[config.mk]
export PLATFORM = sky130hd
export DESIGN_NAME = codec_serial_filter_ctrl_regs
export DESIGN_NICKNAME = d
export VERILOG_FILES = /design/src/hw/bclk_frame_gen.v /design/src/hw/codec_serial_filter_ctrl_regs.v
export VERILOG_INCLUDE_DIRS = /design/src /design/src/hw
export SDC_FILE = /design/constraint.sdc
export NUM_CORES = 1
export LEC_CHECK = 0
export BUFFER_PORTS_ARGS = -buffer_cell sky130_fd_sc_hd__clkbuf_2
export CAP_MARGIN = 20
export CORE_ASPECT_RATIO = 1.1
export CORE_MARGIN = 1
export CORE_UTILIZATION = 50
export DETAILED_ROUTE_END_ITERATION = 7
export MAX_ROUTING_LAYER = met4
export PLACE_DENSITY_LB_ADDON = 0.3
export SLEW_MARGIN = 20
export SYNTH_ARGS = -nofsm -noshare
export SYNTH_HDL_FRONTEND = slang
export SYNTH_SLANG_ARGS = --single-unit
[constraint.sdc]
create_clock -name ref_clk -period 3.7 [get_ports ref_clk]
set_input_delay 0.37 -clock ref_clk [delete_from_list [all_inputs] [get_ports ref_clk]]
set_output_delay 0.37 -clock ref_clk [all_outputs]
set_load 0.02 [all_outputs]
[src/hw/codec_serial_defs.vh]
// Register offsets, field positions, reset values and timing counts for the
// serial-interface control and status register group.
// Assumes a host register port with 7-bit page-0 addresses and 8-bit data.
//
// Operation
// - Format field selects I2S, DSP, right, left justified.
// - Word length codes give 16, 20, 24, 32 bits.
// - Rate bit matters only when bit clock output.
// - Rate bit one gives 256 clocks per frame.
// - DAC re-sync realigns on quarter-period group-delay drift.
// - ADC re-sync realigns on quarter-period group-delay drift.
// - Mute bit chooses direct or soft-muted realignment.
// - Offset field delays data 0 to 255 bit clocks.
// - DSP offset counts from word clock rising edge.
// - Four overflow flags latch and stay set.
// - Reading flag register clears the flags.
// - PLL R field: 1 to 15, zero means 16.
// - ADC high-pass codes: off or three corners.
// - Per-channel DAC effects filter enable bits.
// - Per-channel DAC de-emphasis filter enable bits.
// - Direction bit makes bit clock input or output.
`ifndef CODEC_SERIAL_DEFS_VH
`define CODEC_SERIAL_DEFS_VH

// Register offsets.
`define OFS_IFACE_A 7'h08
`define OFS_FORMAT 7'h09
`define OFS_SLOT 7'h0A
`define OFS_FLAGS 7'h0B
`define OFS_FILTER 7'h0C

// Reset values.
`define RST_FORMAT 8'h00
`define RST_SLOT 8'h00
`define RST_PLL_R 4'h1
`define RST_FILTER 8'h00
`define RST_IFACE_A 8'h00

// Field positions.
`define BIT_BCLK_DIR 7
`define BIT_WCLK_DIR 6
`define BIT_RATE256 3
`define BIT_DAC_RESYNC 2
`define BIT_ADC_RESYNC 1
`define BIT_RESYNC_MUTE 0

// Transfer formats.
`define FMT_I2S 2'h0
`define FMT_DSP 2'h1
`define FMT_RIGHT 2'h2
`define FMT_LEFT 2'h3

// Frame length in 256-clock mode and bit clock divider default.
`define FRAME_256 9'h100
`define BCLK_HALF_DIV 8'h04

`endif

[src/hw/bclk_frame_gen.v]
// Bit clock and word clock generator for master mode.
// Assumes one core clock; emits the serial clocks as pin outputs and a
// one-cycle bit enable, and reports the bit position within the frame.
`timescale 1ns/10ps
`default_nettype none
`include "codec_serial_defs.vh"

module bclk_frame_gen #(
  parameter [7:0] HALF_DIV = `BCLK_HALF_DIV
) (
  input wire ref_clk,
  input wire sys_rst,
  input wire run,
  input wire [8:0] frame_len,
  output reg bclk_out_r,
  output reg wclk_out_r,
  output reg bit_en_r,
  output reg [8:0] bit_pos_r
);

  // Counts core cycles within one half bit clock period.
  reg [7:0] div_r;

  // Divides the core clock, toggles the bit clock and walks the frame.
  always @(posedge ref_clk or posedge sys_rst) begin
    if (sys_rst) begin
      div_r <= 8'h00;
      bclk_out_r <= 1'b0;
      wclk_out_r <= 1'b0;
      bit_en_r <= 1'b0;
      bit_pos_r <= 9'h000;
    end else if (!run) begin
      // Clocks rest low while the generator is stopped.
      div_r <= 8'h00;
      bclk_out_r <= 1'b0;
      wclk_out_r <= 1'b0;
      bit_en_r <= 1'b0;
      bit_pos_r <= 9'h000;
    end else if (div_r == HALF_DIV - 8'h01) begin
      div_r <= 8'h00;
      bclk_out_r <= ~bclk_out_r;
      // A bit begins on each rising bit clock edge.
      bit_en_r <= ~bclk_out_r;
      if (!bclk_out_r) begin
        if (bit_pos_r >= frame_len - 9'h001) begin
          bit_pos_r <= 9'h000;
          wclk_out_r <= 1'b1;
        end else begin
          bit_pos_r <= bit_pos_r + 9'h001;
          // Word clock is high for the first half of the frame.
          wclk_out_r <= (bit_pos_r + 9'h001) < {1'b0, frame_len[8:1]};
        end
      end
    end else begin
      div_r <= div_r + 8'h01;
      bit_en_r <= 1'b0;
    end
  end

endmodule
`default_nettype wire

[src/hw/codec_serial_filter_ctrl_regs.v]
// Control and status registers of the audio serial interface, overflow
// flags, PLL R divider and digital filter enables.
// Assumes a synchronous host register port on ref_clk (address, write and
// read strobes) and overflow pulses and serial pins from the data path.
`timescale 1ns/10ps
`default_nettype none
`include "codec_serial_defs.vh"

module codec_serial_filter_ctrl_regs #(
  parameter [7:0] HALF_DIV = `BCLK_HALF_DIV
) (
  input wire ref_clk,
  input wire sys_rst,
  input wire [6:0] reg_addr,
  input wire reg_wr,
  input wire reg_rd,
  input wire [7:0] reg_wdata,
  output reg [7:0] reg_rdata_r,
  output reg reg_rvalid_r,
  input wire ovf_adc_left,
  input wire ovf_adc_right,
  input wire ovf_dac_left,
  input wire ovf_dac_right,
  input wire [7:0] adc_delay_drift,
  input wire [7:0] dac_delay_drift,
  input wire [7:0] adc_quarter_period,
  input wire [7:0] dac_quarter_period,
  input wire bclk_in,
  input wire wclk_in,
  output wire bclk_o,
  output wire bclk_oe,
  output wire wclk_o,
  output wire wclk_oe,
  output reg [1:0] xfer_format_r,
  output reg i2s_format_r,
  output reg dsp_format_r,
  output reg right_justified_format_r,
  output reg left_justified_format_r,
  output reg [5:0] word_bits_r,
  output reg [8:0] frame_bclks_r,
  output reg [7:0] slot_offset_r,
  output reg slot_start_r,
  output reg adc_realign_r,
  output reg dac_realign_r,
  output reg adc_soft_mute_r,
  output reg dac_soft_mute_r,
  output reg [4:0] pll_r_div_r,
  output reg [1:0] hpf_left_r,
  output reg [1:0] hpf_right_r,
  output reg dac_left_effects_en_r,
  output reg dac_left_deemph_en_r,
  output reg dac_right_effects_en_r,
  output reg dac_right_deemph_en_r
);

  // Maps a word length code to the sample width in bits.
  function [5:0] word_width;
    input [1:0] code;
    begin
      case (code)
        2'h0: word_width = 6'h10;
        2'h1: word_width = 6'h14;
        2'h2: word_width = 6'h18;
        default: word_width = 6'h20;
      endcase
    end
  endfunction

  // Reports a group-delay drift beyond the quarter sample period.
  function drift_exceeds;
    input [7:0] drift;
    input [7:0] quarter;
    begin
      drift_exceeds = drift > quarter;
    end
  endfunction

  // Interface control A (direction bits) and the format register.
  reg [7:0] iface_a_r;
  reg [7:0] format_r;
  // Stored filter control byte.
  reg [7:0] filter_r;
  // Stored PLL R code.
  reg [3:0] pll_r_code_r;
  // Sticky overflow flags, left ADC in bit 3 down to right DAC in bit 0.
  reg [3:0] ovf_r;
  // Synchronisers for the incoming serial clocks.
  reg bclk_s1_r;
  reg bclk_s2_r;
  reg bclk_s3_r;
  reg wclk_s1_r;
  reg wclk_s2_r;
  reg wclk_s3_r;
  // Slave-mode bit counter since the frame start.
  reg [8:0] slave_pos_r;
  // Realignment hold state per converter.
  reg adc_pending_r;
  reg dac_pending_r;

  // Decoded control fields.
  wire master_bclk = iface_a_r[`BIT_BCLK_DIR];
  wire master_wclk = iface_a_r[`BIT_WCLK_DIR];
  wire rate256 = format_r[`BIT_RATE256];
  wire [1:0] wl_code = format_r[5:4];
  wire [5:0] width_now = word_width(wl_code);
  // Continuous-transfer frame is two words back to back.
  wire [8:0] cont_len = {2'b00, width_now, 1'b0};
  // The rate bit is only honoured while the bit clock is generated here.
  wire [8:0] gen_len = (master_bclk && rate256) ? `FRAME_256 : cont_len;

  // Outputs of the master clock generator.
  wire gen_bclk;
  wire gen_wclk;
  wire gen_bit_en;
  wire [8:0] gen_pos;

  bclk_frame_gen #(
    .HALF_DIV(HALF_DIV)
  ) u_gen (
    .ref_clk(ref_clk),
    .sys_rst(sys_rst),
    .run(master_bclk),
    .frame_len(gen_len),
    .bclk_out_r(gen_bclk),
    .wclk_out_r(gen_wclk),
    .bit_en_r(gen_bit_en),
    .bit_pos_r(gen_pos)
  );

  // Pin drivers: output enables high only in master operation.
  assign bclk_o = gen_bclk;
  assign bclk_oe = master_bclk;
  assign wclk_o = gen_wclk;
  assign wclk_oe = master_wclk;

  // Brings the external clocks into the core domain.
  always @(posedge ref_clk or posedge sys_rst) begin
    if (sys_rst) begin
      bclk_s1_r <= 1'b0;
      bclk_s2_r <= 1'b0;
      bclk_s3_r <= 1'b0;
      wclk_s1_r <= 1'b0;
      wclk_s2_r <= 1'b0;
      wclk_s3_r <= 1'b0;
    end else begin
      bclk_s1_r <= bclk_in;
      bclk_s2_r <= bclk_s1_r;
      bclk_s3_r <= bclk_s2_r;
      wclk_s1_r <= wclk_in;
      wclk_s2_r <= wclk_s1_r;
      wclk_s3_r <= wclk_s2_r;
    end
  end

  // Bit and word clock views chosen by direction.
  wire bit_edge = master_bclk ? gen_bit_en : (bclk_s2_r & ~bclk_s3_r);
  wire wclk_now = master_wclk ? gen_wclk : wclk_s2_r;
  wire wclk_prev = master_wclk ? gen_wclk : wclk_s3_r;
  // Frame start: word clock rising for DSP, otherwise any word clock edge
  // that opens the left word (falling for I2S, rising for justified modes).
  wire wclk_rise = wclk_now & ~wclk_prev;
  wire wclk_fall = ~wclk_now & wclk_prev;
  wire frame_start_slave = (format_r[7:6] == `FMT_I2S) ? wclk_fall : wclk_rise;

  // Counts bit clocks since the frame start in slave operation.
  always @(posedge ref_clk or posedge sys_rst) begin
    if (sys_rst) begin
      slave_pos_r <= 9'h000;
    end else if (frame_start_slave) begin
      slave_pos_r <= 9'h000;
    end else if (bit_edge && slave_pos_r != 9'h1FF) begin
      slave_pos_r <= slave_pos_r + 9'h001;
    end
  end

  // Current bit position in the frame from whichever clock source is live.
  wire [8:0] cur_pos = master_bclk ? gen_pos : slave_pos_r;

  // Marks the bit clock at which the data slot begins.
  always @(posedge ref_clk or posedge sys_rst) begin
    if (sys_rst) begin
      slot_start_r <= 1'b0;
    end else begin
      slot_start_r <= bit_edge && (cur_pos == {1'b0, slot_offset_r});
    end
  end

  // Flag register read: clear only what was reported.
  wire flags_read = reg_rd && (reg_addr == `OFS_FLAGS);
  wire [3:0] ovf_in = {ovf_adc_left, ovf_adc_right, ovf_dac_left, ovf_dac_right};

  // Sticky overflow flags; a new event in the read cycle wins over the clear.
  always @(posedge ref_clk or posedge sys_rst) begin
    if (sys_rst) begin
      ovf_r <= 4'h0;
    end else if (flags_read) begin
      ovf_r <= ovf_in;
    end else begin
      ovf_r <= ovf_r | ovf_in;
    end
  end

  // Register writes from the host.
  always @(posedge ref_clk or posedge sys_rst) begin
    if (sys_rst) begin
      iface_a_r <= `RST_IFACE_A;
      format_r <= `RST_FORMAT;
      slot_offset_r <= `RST_SLOT;
      pll_r_code_r <= `RST_PLL_R;
      filter_r <= `RST_FILTER;
    end else if (reg_wr) begin
      case (reg_addr)
        `OFS_IFACE_A: begin
          iface_a_r <= reg_wdata;
        end
        `OFS_FORMAT: begin
          format_r <= reg_wdata;
        end
        `OFS_SLOT: begin
          // Range limits per rate mode are the host's to respect.
          slot_offset_r <= reg_wdata;
        end
        `OFS_FLAGS: begin
          // Only the divider is writable; flag bits ignore writes.
          pll_r_code_r <= reg_wdata[3:0];
        end
        `OFS_FILTER: begin
          filter_r <= reg_wdata;
        end
        default: begin
          // Other addresses belong to other blocks.
        end
      endcase
    end
  end

  // Read data mux; unmapped addresses read as zero.
  always @(posedge ref_clk or posedge sys_rst) begin
    if (sys_rst) begin
      reg_rdata_r <= 8'h00;
      reg_rvalid_r <= 1'b0;
    end else begin
      reg_rvalid_r <= reg_rd;
      if (reg_rd) begin
        case (reg_addr)
          `OFS_IFACE_A: reg_rdata_r <= iface_a_r;
          `OFS_FORMAT: reg_rdata_r <= format_r;
          `OFS_SLOT: reg_rdata_r <= slot_offset_r;
          `OFS_FLAGS: reg_rdata_r <= {ovf_r, pll_r_code_r};
          `OFS_FILTER: reg_rdata_r <= filter_r;
          default: reg_rdata_r <= 8'h00;
        endcase
      end
    end
  end

  // Drift detection on each converter.
  wire adc_drift = format_r[`BIT_ADC_RESYNC] &&
    drift_exceeds(adc_delay_drift, adc_quarter_period);
  wire dac_drift = format_r[`BIT_DAC_RESYNC] &&
    drift_exceeds(dac_delay_drift, dac_quarter_period);
  wire mute_mode = format_r[`BIT_RESYNC_MUTE];

  // Frame start seen by the realignment logic in either mode.
  wire frame_start_any = master_bclk ? (gen_bit_en && gen_pos == 9'h000)
    : frame_start_slave;

  // Realignment control. Direct mode realigns at once; mute mode first
  // soft-mutes the channel and realigns on the next frame start.
  always @(posedge ref_clk or posedge sys_rst) begin
    if (sys_rst) begin
      adc_pending_r <= 1'b0;
      dac_pending_r <= 1'b0;
      adc_realign_r <= 1'b0;
      dac_realign_r <= 1'b0;
      adc_soft_mute_r <= 1'b0;
      dac_soft_mute_r <= 1'b0;
    end else begin
      adc_realign_r <= 1'b0;
      dac_realign_r <= 1'b0;
      if (adc_pending_r) begin
        if (frame_start_any) begin
          adc_realign_r <= 1'b1;
          adc_pending_r <= 1'b0;
          adc_soft_mute_r <= 1'b0;
        end
      end else if (adc_drift) begin
        if (mute_mode) begin
          adc_pending_r <= 1'b1;
          adc_soft_mute_r <= 1'b1;
        end else begin
          adc_realign_r <= 1'b1;
        end
      end
      if (dac_pending_r) begin
        if (frame_start_any) begin
          dac_realign_r <= 1'b1;
          dac_pending_r <= 1'b0;
          dac_soft_mute_r <= 1'b0;
        end
      end else if (dac_drift) begin
        if (mute_mode) begin
          dac_pending_r <= 1'b1;
          dac_soft_mute_r <= 1'b1;
        end else begin
          dac_realign_r <= 1'b1;
        end
      end
    end
  end

  // Decoded control outputs, registered.
  always @(posedge ref_clk or posedge sys_rst) begin
    if (sys_rst) begin
      xfer_format_r <= `FMT_I2S;
      i2s_format_r <= 1'b1;
      dsp_format_r <= 1'b0;
      right_justified_format_r <= 1'b0;
      left_justified_format_r <= 1'b0;
      word_bits_r <= 6'h10;
      frame_bclks_r <= 9'h020;
      pll_r_div_r <= 5'h01;
      hpf_left_r <= 2'h0;
      hpf_right_r <= 2'h0;
      dac_left_effects_en_r <= 1'b0;
      dac_left_deemph_en_r <= 1'b0;
      dac_right_effects_en_r <= 1'b0;
      dac_right_deemph_en_r <= 1'b0;
    end else begin
      xfer_format_r <= format_r[7:6];
      i2s_format_r <= format_r[7:6] == `FMT_I2S;
      dsp_format_r <= format_r[7:6] == `FMT_DSP;
      right_justified_format_r <= format_r[7:6] == `FMT_RIGHT;
      left_justified_format_r <= format_r[7:6] == `FMT_LEFT;
      word_bits_r <= width_now;
      frame_bclks_r <= gen_len;
      // Code zero stands for a divider of sixteen.
      pll_r_div_r <= (pll_r_code_r == 4'h0) ? 5'h10 : {1'b0, pll_r_code_r};
      // Zero disables; other codes pick the corner in the filter itself.
      hpf_left_r <= filter_r[7:6];
      hpf_right_r <= filter_r[5:4];
      dac_left_effects_en_r <= filter_r[3];
      dac_left_deemph_en_r <= filter_r[2];
      dac_right_effects_en_r <= filter_r[1];
      dac_right_deemph_en_r <= filter_r[0];
    end
  end

endmodule
`default_nettype wire

# After elaboration in Yosys (flattened, before gate mapping)
# Cells that the tools add are included.
# W data, S select, Z words.
word_totals:
  wordCells: 143
  ff_bits: 125
  out_inout_bits: 60
classes:
  muxes: 45
  add_sub_neg: 4
  magnitude_cmp: 4
  eq_ne: 17
  reduce_logical: 24
  bitwise: 8
ops:
  columns: ["op", "count"]
  rows:
  - ["$mux W9", 8]
  - ["$pmux W8 S5", 1]
  - ["$eq A7 B4 Y1 const B", 5]
  - ["$mux W1", 31]
  - ["$add A9 B1 Y9 const B", 2]
  - ["$pmux W6 S3", 1]
  - ["$gt A8 B8 Y1", 2]
  - ["$mux W8", 2]
  - ["$reduce_and A2 Y1", 6]
  - ["$reduce_bool A2 Y1", 5]
  - ["$eq A9 B8 Y1", 1]
  - ["$ge A9 B9 Y1", 1]
  - ["$logic_not A9 Y1", 1]
  - ["$lt A9 B8 Y1", 1]
  - ["$ne A9 B9 Y1 const B", 1]
  - ["$sub A9 B1 Y9 const B", 1]
  - ["$add A8 B1 Y8 const B", 1]
  - ["$eq A8 B2 Y1 const B", 1]
  - ["$logic_and A1 B1 Y1", 7]
  - ["$eq A2 B2 Y1 const B", 3]
  - ["$ne A2 B1 Y1 const B", 3]
  - ["$reduce_and A3 Y1", 2]
  - ["$mux W5", 1]
  - ["$eq A2 B1 Y1 const B", 2]
  - ["7 further kinds", 13]

# Depth between registers and ports, before layout
# Gate-level depths: netlist of run 1.
logic_depth:
  word_depth: 9
  ltp_mapped: 13
  mapped_depth_nobuf: 11

# Cells and area by module
# Synthesis of run 1 repeated with hierarchy kept, for this count alone.
hier_totals:
  cells_unflattened: 530
  area_unflattened_um2: 6038.3
by_module_without_submodules:
  columns: ["mod", "seq_area_each_um2", "area_per_inst_um2", "n_inst", "cells_each"]
  rows:
  - ["codec_serial_filter_ctrl_regs", 2483.6, 4479.3, 1, 348]
  - ["bclk_frame_gen", 500.5, 1559.0, 1, 182]

# Worst setup path before layout of run 1
# Ideal clock, no wire load.
synth_timing:
  kind: "register -> register"
  from: "register iface_a_r[7]"
  to: "register u_gen.bit_pos_r[5]"
  path_slack_ps: 1040
  stages_incl_launch_ff: 14
  setup_time_ps: 82
  arrival_time_ps: 2578
  cell_sequence: "dfrtp_1 buf_2 nand2_1 and2_1 inv_1 ha_1 xor2_1 ha_1 a211oi_1 nand2_1 o221ai_1 clkbuf_1 nand4_1 a31oi_1"
synth_between:
  elab_chain_cells: 8
  word_cells_on_any_way: 11
  cone_classes: "1 x add/sub; 1 x order compare; 2 x eq/ne; 5 x mux; 2 x reduce/logical"
synth_lines:
  columns: ["item", "line_no", "text"]
  rows:
  - ["start, declared", "codec_serial_filter_ctrl_regs.v:79", "reg [7:0] iface_a_r;"]
  - ["start signal, assigned", "codec_serial_filter_ctrl_regs.v:206", "iface_a_r <= `RST_IFACE_A;"]
  - ["start signal, assigned", "codec_serial_filter_ctrl_regs.v:214", "iface_a_r <= reg_wdata;"]
  - ["$logic_and A1 B1 Y1", "codec_serial_filter_ctrl_regs.v:109", "wire [8:0] gen_len = (master_bclk && rate256) ? `FRAME_256 : cont_len;"]
  - ["$mux W9", "codec_serial_filter_ctrl_regs.v:109", null]
  - ["via gen_len[3]", "codec_serial_filter_ctrl_regs.v:109", null]
  - ["$sub A9 B1 Y9", "bclk_frame_gen.v:45", "if (bit_pos_r >= frame_len - 9'h001) begin"]
  - ["$ge A9 B9 Y1", "bclk_frame_gen.v:45", null]
  - ["$mux W9", "bclk_frame_gen.v:45", null]
  - ["$mux W9", "bclk_frame_gen.v:44", "if (!bclk_out_r) begin"]
  - ["$mux W9", "bclk_frame_gen.v:39", "end else if (div_r == HALF_DIV - 8'h01) begin"]
  - ["$mux W9", "bclk_frame_gen.v:32", "end else if (!run) begin"]
  - ["end signal, assigned", "bclk_frame_gen.v:49", "bit_pos_r <= bit_pos_r + 9'h001;"]
  - ["end, declared", "bclk_frame_gen.v:18", "output reg [8:0] bit_pos_r"]
# The timed path passes the listed nets, and every way through them passes these cells. The select of a mux whose other input is x is not followed.
# A chain may end at the register's enable or synchronous reset.

# Worst setup path in the final report of run 1
layout_timing:
  from: "register format_r[4]"
  to: "register u_gen.bit_pos_r[3]"
layout_between:
  elab_chain_cells: 9
  word_cells_on_any_way: 11
  cone_classes: "1 x add/sub; 1 x order compare; 2 x eq/ne; 6 x mux; 1 x reduce/logical"
layout_lines:
  columns: ["item", "line_no", "text"]
  rows:
  - ["start, declared", "codec_serial_filter_ctrl_regs.v:80", "reg [7:0] format_r;"]
  - ["start signal, assigned", "codec_serial_filter_ctrl_regs.v:207", "format_r <= `RST_FORMAT;"]
  - ["start signal, assigned", "codec_serial_filter_ctrl_regs.v:217", "format_r <= reg_wdata;"]
  - ["$eq A2 B2 Y1 (tied with other cells)", "codec_serial_filter_ctrl_regs.v:60", "case (code)"]
  - ["$pmux W6 S3 (*)", "codec_serial_filter_ctrl_regs.v:60", null]
  - ["via width_now[2]", "codec_serial_filter_ctrl_regs.v:105", "wire [5:0] width_now = word_width(wl_code);"]
  - ["$mux W9 (*)", "codec_serial_filter_ctrl_regs.v:109", null]
  - ["via gen_len[3]", "codec_serial_filter_ctrl_regs.v:109", null]
  - ["$sub A9 B1 Y9 (*)", "bclk_frame_gen.v:45", null]
  - ["$ge A9 B9 Y1 (*)", "bclk_frame_gen.v:45", null]
  - ["$mux W9 (*)", "bclk_frame_gen.v:45", null]
  - ["$mux W9 (*)", "bclk_frame_gen.v:44", null]
  - ["$mux W9 (*)", "bclk_frame_gen.v:39", null]
  - ["$mux W9 (*)", "bclk_frame_gen.v:32", null]
# Mark *: on every way through the listed nets, which the timed path passes. The rest lies on a longest branch. The select of a mux whose other input is x is not followed.

==> results.cfg, run 1 <==
[place]
place.port_buffers = 110
gp_congestion = 0.8663
place_hpwl_mm = 9.511

[clock_tree]
cts.reportedPaths.clkPinSlew_ns = 0.06
hold_buffers = 0
htree_levels = 4
cts_resized = 0
numCtsBuffers = 17
cts_sinks = 119
cts_buffer_depth = 2
cts_tree = done
clk_latency_ns = 0.41
cts.root.buffer_cell = clkbuf_16
postCtsSetupBuffers = 0

[timing]
report.final.slew_viol_count = 0
fmax_mhz = 330.5
setup_tns_ns = 0
fin_skew_ns = 0.005182
finalHoldViolations = 0
finalSetupViolCount = 0
slew_headroom = 0.3993
rsz0062_at_grt = false
period_share = 0.8177
tightestPinTransition_ns = 0.9010
fin_crit_ns = 3.025

[routing]
firstDrtPassIters = 5
wire_per_inst_um = 16.32
drt_iter0_drc = 349
ant_nets = 0
drc_errors = 0
vias = 4407
wirelength_mm = 12.99
vias_per_cell = 5.536

[synth]
synth-seq-cells = 119
ys_seq_area_frac = 0.5085
synth_cell_types = 61
syn_inst = 524
post_synth_xor_area_fraction = 0.04179
synth_area_um2 = 5868
ys.flop_type = dfrtp_1
synth_edf_count = 0
synth-simple-area-share = 0.1354
synthArstFlopShare = 1.000
avgSynthCellArea_um2 = 11.20
synth_adder_area_share = 0.06610
synthMuxAreaShare = 0.08081
synth_compound_area_frac = 0.1132
synth_top_family_by_area = simple AND/OR/NAND/NOR gates
yosysWarnings = 0

[floorplanning]
die-height_um = 115.6
die_x_um = 105.3
ios = 117
core_area_um2 = 11440
initial_core_util = 0.5130
die-area_um2 = 12170
fp-row-count = 41

[critical_path]
r2r_end = u_gen.bit_pos_r[3]
cp-end-kind = register
timing.rr.start = format_r[4]
reg2reg_depth = 11
path_class = reg -> reg
crit_fanout = 11
cp-start-kind = register
required_ns = 4.02
crit_arrival_ns = 3.34
reg2reg_setup_slack_ns = 0.67

[power]
p_leak_nw = 3.492
powerDensity_nw_per_um2 = 575.3
ir_worst_vdd_mv = 0.3806

[grt]
antenna_found_initial = 0
grtUsageTotal = 0.2385
grt_max_degree = 62
grt_pass1_vias = 4292
gr-total-overflow = 0
grt_pass1_wl_mm = 21.71

[finish]
syn_to_final_growth_pct = 19.74
drive_gt1_frac = 0.3065
antenna_cells = 0
layout_commonest_cell = dfrtp_1
fin_util = 0.6142
fin_nets = 721
final_cell_mix = 114 x dfrtp_1, 110 x clkbuf_2, 41 x nand2_1

[min_path]
min_from = bclk_in
hold_path_class = in -> reg
whs_endpoint = bclk_s1_r
holdPathStages = 1

[flow_run]
maxCapViolCount = 0

[run_status]
status = completed
[worst max-delay path by stage]
stage,from,endpoint,slack [ns],cells past startpoint
final,format_r[4],u_gen.bit_pos_r[3],0.67,11
after global routing,format_r[4],u_gen.bit_pos_r[3],0.36,11
after CTS,format_r[4],u_gen.bit_pos_r[3],0.73,11
after detailed placement,format_r[4],u_gen.wclk_out_r,0.76,11
after global placement,format_r[4],u_gen.wclk_out_r,0.91,11
after floorplan,sys_rst,adc_pending_r,0.18,1
[metrics by stage]
stage               worst slack (ns)  hold slack [ns]  power, mW  cell area [um2]  instances
finish                        0.6747          0.06743      4.042             7027        796
global route                  0.3566          0.06126      4.256             7027        796
CTS                           0.7313          0.06374      4.070             7027        796
detailed placement            0.7616           0.3347      2.541             6471        764
global placement              0.9087           0.3339      2.495             6471        764
floorplan                     0.1808           0.3312      2.275             5887        529
[where the power goes]
| part | leakage (nW) | total (mW) | internal [mW] | switching [mW] |
|---|---|---|---|---|
| Combinational | 1.71 | 0.862 | 0.364 | 0.498 |
| Clock | 0.257 | 1.52 | 0.920 | 0.600 |
| Sequential | 1.53 | 1.66 | 1.47 | 0.191 |
| Total | 3.49 | 4.04 | 2.75 | 1.29 |
[cell type report]
| class | instances | area [um2] |
|---|---|---|
| inverter | 36 | 137.6 |
| multi-input combinational | 346 | 2589 |
| clock buffer | 17 | 425.4 |
| timing repair buffer | 113 | 573.1 |
| clock inverter | 15 | 130.1 |
| fill | 907 | 4413 |
| tap | 150 | 187.7 |
| sequential | 119 | 2984 |
[synth_stat cells, types with 4 or more instances]
| cell type | n | area (um2) |
|---|---|---|
| mux2i_1 | 8 | 80.08 |
| nor2_1 | 28 | 105.1 |
| nand3_1 | 19 | 95.09 |
| a21o_1 | 6 | 45.04 |
| buf_2 | 7 | 35.03 |
| o21a_1 | 10 | 75.07 |
| a21oi_1 | 13 | 65.06 |
| and3_1 | 7 | 43.79 |
| xor2_1 | 15 | 131.4 |
| nand4_1 | 8 | 50.05 |
| inv_1 | 36 | 135.1 |
| dfrtp_1 | 114 | 2853 |
| dfstp_2 | 5 | 131.4 |
| and2_1 | 4 | 25.02 |
| buf_4 | 7 | 52.55 |
| a221oi_1 | 8 | 70.07 |
| o2111ai_1 | 4 | 35.03 |
| mux2_4 | 6 | 90.09 |
| mux2_2 | 27 | 304.0 |
| ha_1 | 31 | 387.9 |
| nor3_1 | 9 | 45.04 |
| a31oi_1 | 11 | 68.82 |
| clkbuf_1 | 10 | 37.54 |
| nand2_1 | 41 | 153.9 |
| a22oi_1 | 8 | 60.06 |
| a211oi_1 | 4 | 30.03 |
| xnor2_1 | 13 | 113.9 |
| nor2b_1 | 8 | 50.05 |
| o21ai_0 | 8 | 40.04 |
[worst max-delay path, cell delays in order, from the launching register on]
cell,delay (ns)
dfrtp_1,0.41
nor2b_1,0.23
and2_1,0.23
inv_1,0.06
ha_1,0.18
xor2_1,0.17
ha_1,0.20
a211oi_1,0.24
nand2_1,0.08
o221ai_1,0.71
o211ai_1,0.18
a21oi_1,0.23
[registers in the layout (all words and copies together) (netlist names), 8 cells and up]
name	flops
format_r	8
slot_offset_r	8
iface_a_r	8
u_gen.div_r	8
u_gen.bit_pos_r	9
slave_pos_r	9
reg_rdata_r	8
filter_r	8
[layer usage]
layer  vias to the layer above  routed length, um  track usage
met3                        26                788      0.05624
met5                         -                  0            -
met2                       151               5962       0.3548
li1                       2073                  -            -
met1                      2157               5937       0.3195
met4                         0                302      0.08826
[cells by family after synthesis]
kind of cell | after synthesis
and+or+nand+nor | 148
DFF | 119
AOI/OAI and AO/OA | 92
buffers and inverters | 64
muxes | 41
adders and majority gates | 31
xor gates and xnor gates | 28
other | 1
No activity file was read; power rests on OpenSTA's default activity.
==> run 2, diff against run 1 <==
- clock period: 3.7 -> 2.68 ns (I/O delays scaled with it)
==> results.cfg, run 2 (synthesized netlist as in run 1, its figures left out) <==
[run_status]
status = complete, but fails checks
violations = hold timing

[timing]
slew_headroom = 0.4968
fin_crit_ns = 2.513
period_share = 0.9375
tightestPinTransition_ns = 0.7521
whs_ns = -0.008684
finalHoldViolations = 12
fmax_mhz = 398.0
timing.final.ws_setup_ns = 0.1675
finalSetupViolCount = 0
report.final.slew_viol_count = 0
fin_skew_ns = 0.009107

[clock_tree]
cts_sinks = 119
numCtsBuffers = 17
clk_latency_ns = 0.41
htree_levels = 4
cts_buffer_depth = 2
cts.root.buffer_cell = clkbuf_16
cts.reportedPaths.clkPinSlew_ns = 0.05
cts_tree = done

[routing]
drc_errors = 0
wirelength_mm = 13.41
drt_iter0_drc = 297
ant_nets = 0
vias = 4373
firstDrtPassIters = 6
vias_per_cell = 5.446
wire_per_inst_um = 16.70

[power]
powerDensity_nw_per_um2 = 809.9
p_leak_nw = 3.556
ir_worst_vdd_mv = 0.4779

[floorplanning]
die_x_um = 105.3
die-height_um = 115.6
ios = 117
core_area_um2 = 11440
die-area_um2 = 12170
fp-row-count = 41
initial_core_util = 0.5130

[place]
place_hpwl_mm = 9.605
pre_cts_slack_ns = 0.07489
gp_congestion = 0.8277
place.port_buffers = 110
placed_area_um2 = 6507

[finish]
fin_nets = 728
antenna_cells = 0
postLayoutCellArea_um2 = 7143
drive_gt1_frac = 0.3109
multi_input_area_um2 = 2603
fillCellCount = 920
final_cell_mix = 113 x dfrtp_1, 110 x clkbuf_2, 41 x nand2_1
seq_area_um2 = 2985
fin_util = 0.6244
layout_commonest_cell = dfrtp_1
syn_to_final_growth_pct = 21.73
top_regs = slave_pos_r: 9 flops, u_gen.bit_pos_r: 9 flops

[flow_run]
maxCapViolCount = 0

[critical_path]
cp-end-kind = register
crit_start = format_r[5]
required_ns = 2.95
path_class = reg -> reg
crit_arrival_ns = 2.78
timing.rr.start = format_r[5]
cp-start-kind = register
crit_fanout = 6

[grt]
grtUsageTotal = 0.2446
grt_max_degree = 120
grt_pass1_vias = 4464
antenna_found_initial = 0
gr-total-overflow = 0
grt_pass1_wl_mm = 22.03

[min_path]
hold_path_class = in -> async
[run 2: final timing paths]
check / slack (ns) / cells past startpoint / endpoint
setup / recovery: 0.17 / 12 / u_gen.wclk_out_r
hold / removal: -0.009 / 3 / filter_r[2]
setup reg to reg: 0.17 / 12 / u_gen.wclk_out_r
hold reg to reg: 0.35 / 0 / wclk_s2_r
max in group asynchronous: 2.17 / 3 / u_gen.bit_pos_r[2]
min in group ref_clk: 0.03 / 2 / ovf_r[0]
[run 2: per-layer routing]
metal  global-route usage  share of wire  vias to the layer above
met4              0.08826          0.016                        0
met2               0.3934           0.48                      141
met5                    -              0                        -
li1                     -              -                     2087
met1               0.3071           0.46                     2123
met3              0.05231          0.045                       22
[run 2: layout make-up]
class,count,area share
Clock inverter,8,0.01349
Timing Repair Buffer,120,0.08968
Inverter,36,0.01944
Clock buffer,24,0.06884
Tap cell,150,0.02627
Sequential cell,119,0.4179
Multi-Input combinational cell,346,0.3643
[run 2: per-stage QoR]
| stage | instances | setup TNS, ns | power (mW) |
|---|---|---|---|
| 3_3_place_gp | 767 | 0 | 3.480 |
| 6_report | 803 | 0 | 5.785 |
| 5_1_grt | 803 | -0.02314 | 6.084 |
| 2_1_floorplan | 529 | 0 | 3.142 |
| 3_5_place_dp | 767 | 0 | 3.544 |
| 4_1_cts | 801 | 0 | 5.791 |
[run 2: where the power goes]
part | switching (mW) | leakage, nW | internal, mW | total (mW)
registers | 0.268 | 1.53 | 2.03 | 2.30
clock network | 0.772 | 0.290 | 1.46 | 2.23
logic | 0.709 | 1.74 | 0.543 | 1.25
total | 1.75 | 3.56 | 4.03 | 5.78
[run 2: critical path, stage by stage, from the launching register on]
cell and delay, ns:
dfrtp_2 0.44, nor2b_4 0.14, and2_1 0.18, inv_1 0.05
ha_1 0.18, xor2_1 0.17, ha_1 0.20, a211oi_1 0.25
nand2_1 0.10, o221ai_2 0.22, buf_4 0.19, and2_1 0.15
a31oi_1 0.09
[run 2: what timing repair did]
item | 4_1_cts | 5_1_grt
buffers inserted | 0 | 1
resized for setup | 0 | 5
endpoints found under the setup margin | 0 | 10
hold buffers | 2 | 0
endpoints found under the hold margin | 2 | 0
==> run 3, diff against run 2 <==
- MAX_ROUTING_LAYER: met4 -> not set
==> results.cfg, run 3 (synthesized netlist as in run 1, its figures left out) <==
[power]
ir_worst_vdd_mv = 0.4464
p_seq_frac = 0.402
p_sw_mw = 1.824
power.internal_mw = 3.878
p_leak_nw = 3.545
comb_power_share = 0.221
powerDensity_nw_per_um2 = 799.4
pwr-share-clk = 0.377
switching_share = 0.3199
power_mw = 5.702

[critical_path]
cpPeakStageDelay_ns = 0.39
crit_arrival_ns = 2.85
reg2reg_setup_slack_ns = 0.16
cp-end-kind = register
path_delay_family = compound AO/OA/AOI/OAI gates
path_class = reg -> reg
crit_buf_inv = 2
timing.rr.start = format_r[4]
crit_chain = nor2b_2 > and2_4 > inv_1 > ha_1 > xor2_1 > ha_1 > a211oi_2 > nand2_1 > o221ai_2 > buf_2 > o211ai_1 > a21oi_1
reg2reg_depth = 12
crit_fanout = 5
cp-start-kind = register
r2r_end = u_gen.bit_pos_r[2]
required_ns = 3.01
crit_path_frequent_cell = ha_1
slowest_stage = dfrtp_1

[finish]
drive_gt1_frac = 0.3176
antenna_cells = 0
top_regs = slave_pos_r: 9 flops, u_gen.bit_pos_r: 9 flops
fin_cells = 805
fin_util = 0.6235
layout_commonest_cell = dfrtp_1
syn_to_final_growth_pct = 21.56
fin_nets = 730
fillCellCount = 906
final_cell_mix = 114 x dfrtp_1, 110 x clkbuf_2, 41 x nand2_1

[clock_tree]
numCtsBuffers = 17
clk_latency_ns = 0.41
cts_buffer_depth = 2
cts_sinks = 119
cts.root.buffer_cell = clkbuf_16
cts.reportedPaths.clkPinSlew_ns = 0.06
cts_tree = done
htree_levels = 4

[routing]
vias = 4462
firstDrtPassIters = 5
wire_per_inst_um = 16.99
ant_nets = 0
drt_iter0_drc = 265
wirelength_mm = 13.68
vias_per_cell = 5.543
drc_errors = 0

[grt]
grt_pass1_vias = 4432
antenna_found_initial = 0
grt_max_degree = 46
gr-total-overflow = 0
grtUsageTotal = 0.2417
grt_pass1_wl_mm = 22.51

[floorplanning]
initial_core_util = 0.5130
die_x_um = 105.3
ios = 117
die-area_um2 = 12170
die-height_um = 115.6
fp-row-count = 41
core_area_um2 = 11440

[timing]
rsz0062_at_grt = false
period_share = 0.9406
tightestPinTransition_ns = 0.7316
fin_crit_ns = 2.521
slew_headroom = 0.5105
fmax_mhz = 396.7
finalSetupViolCount = 0
fin_skew_ns = 0.007024
finalHoldViolations = 0
whs_ns = 0.03624
report.final.slew_viol_count = 0
setup_tns_ns = 0

[run_status]
status = completed

[min_path]
whs_endpoint = ovf_r[1]
min_from = ovf_dac_left
hold_path_class = in -> reg
holdPathStages = 2

[place]
dp.cells = 768
gp_congestion = 0.8290
place_hpwl_mm = 9.912
place.port_buffers = 110

[flow_run]
maxCapViolCount = 0
==> run 3: changes by cell type in the layout (fill, tap and decap cells not counted), sizes merged <==
cell,before,now
buf,8,9
bufinv,2,1
clkbuf,134,129
clkinv,4,8
clkinvlp,2,4
dlygate4sd3,2,3
==> run 3: metal layers <==
layer	wire length, um	part of all wire	GRT usage
met3	717	0.052	0.05568
met4	230	0.017	0.09390
met1	6154	0.45	0.3215
met5	0	0	0
met2	6577	0.48	0.3882
==> run 3: layout make-up <==
class	instances	area, um2	area share
clock inverters	13	126.4	0.01772
flip-flops and latches	119	2984	0.4183
multi-input cells	346	2608	0.3655
clock buffers	19	442.9	0.06209
well taps	150	187.7	0.02631
inverters	36	138.9	0.01947
repair buffers	122	645.6	0.09051
==> run 3: timing repair <==
item,in CTS,in global routing
setup buffers,0,1
resized for setup,0,6
endpoints found under the hold margin,9,0
hold buffers,3,0
setup endpoints to repair,0,10
==> run 3: how the worst max path moves through the flow <==
stage	start	endpoint	slack, ns	cells after the start
after global placement	format_r[4]	u_gen.wclk_out_r	0.23	12
after floorplan	iface_a_r[7]	u_gen.bit_pos_r[5]	0.02	13
after detailed placement	format_r[4]	u_gen.wclk_out_r	0.09	12
after global routing	format_r[3]	u_gen.bit_pos_r[5]	0.02	12
after CTS	format_r[4]	u_gen.bit_pos_r[5]	0.05	12
final	format_r[4]	u_gen.bit_pos_r[2]	0.16	12
==> run 3: power groups by stage <==
stage | clock network (mW) | logic (mW) | registers [mW]
after floorplan | 0 | 0.824 | 2.32
after global placement | 0 | 1.17 | 2.31
after detailed placement | 0 | 1.22 | 2.32
after CTS | 2.17 | 1.23 | 2.29
after global routing | 2.27 | 1.41 | 2.33
final | 2.15 | 1.26 | 2.29
==> run 3: metrics by stage <==
stage          area [um2]  setup slack, ns
2_1_floorplan        5891          0.02010
3_3_place_gp         6502           0.2258
3_5_place_dp         6502          0.09482
4_1_cts              7102          0.04884
5_1_grt              7133          0.02472
6_report             7133           0.1591
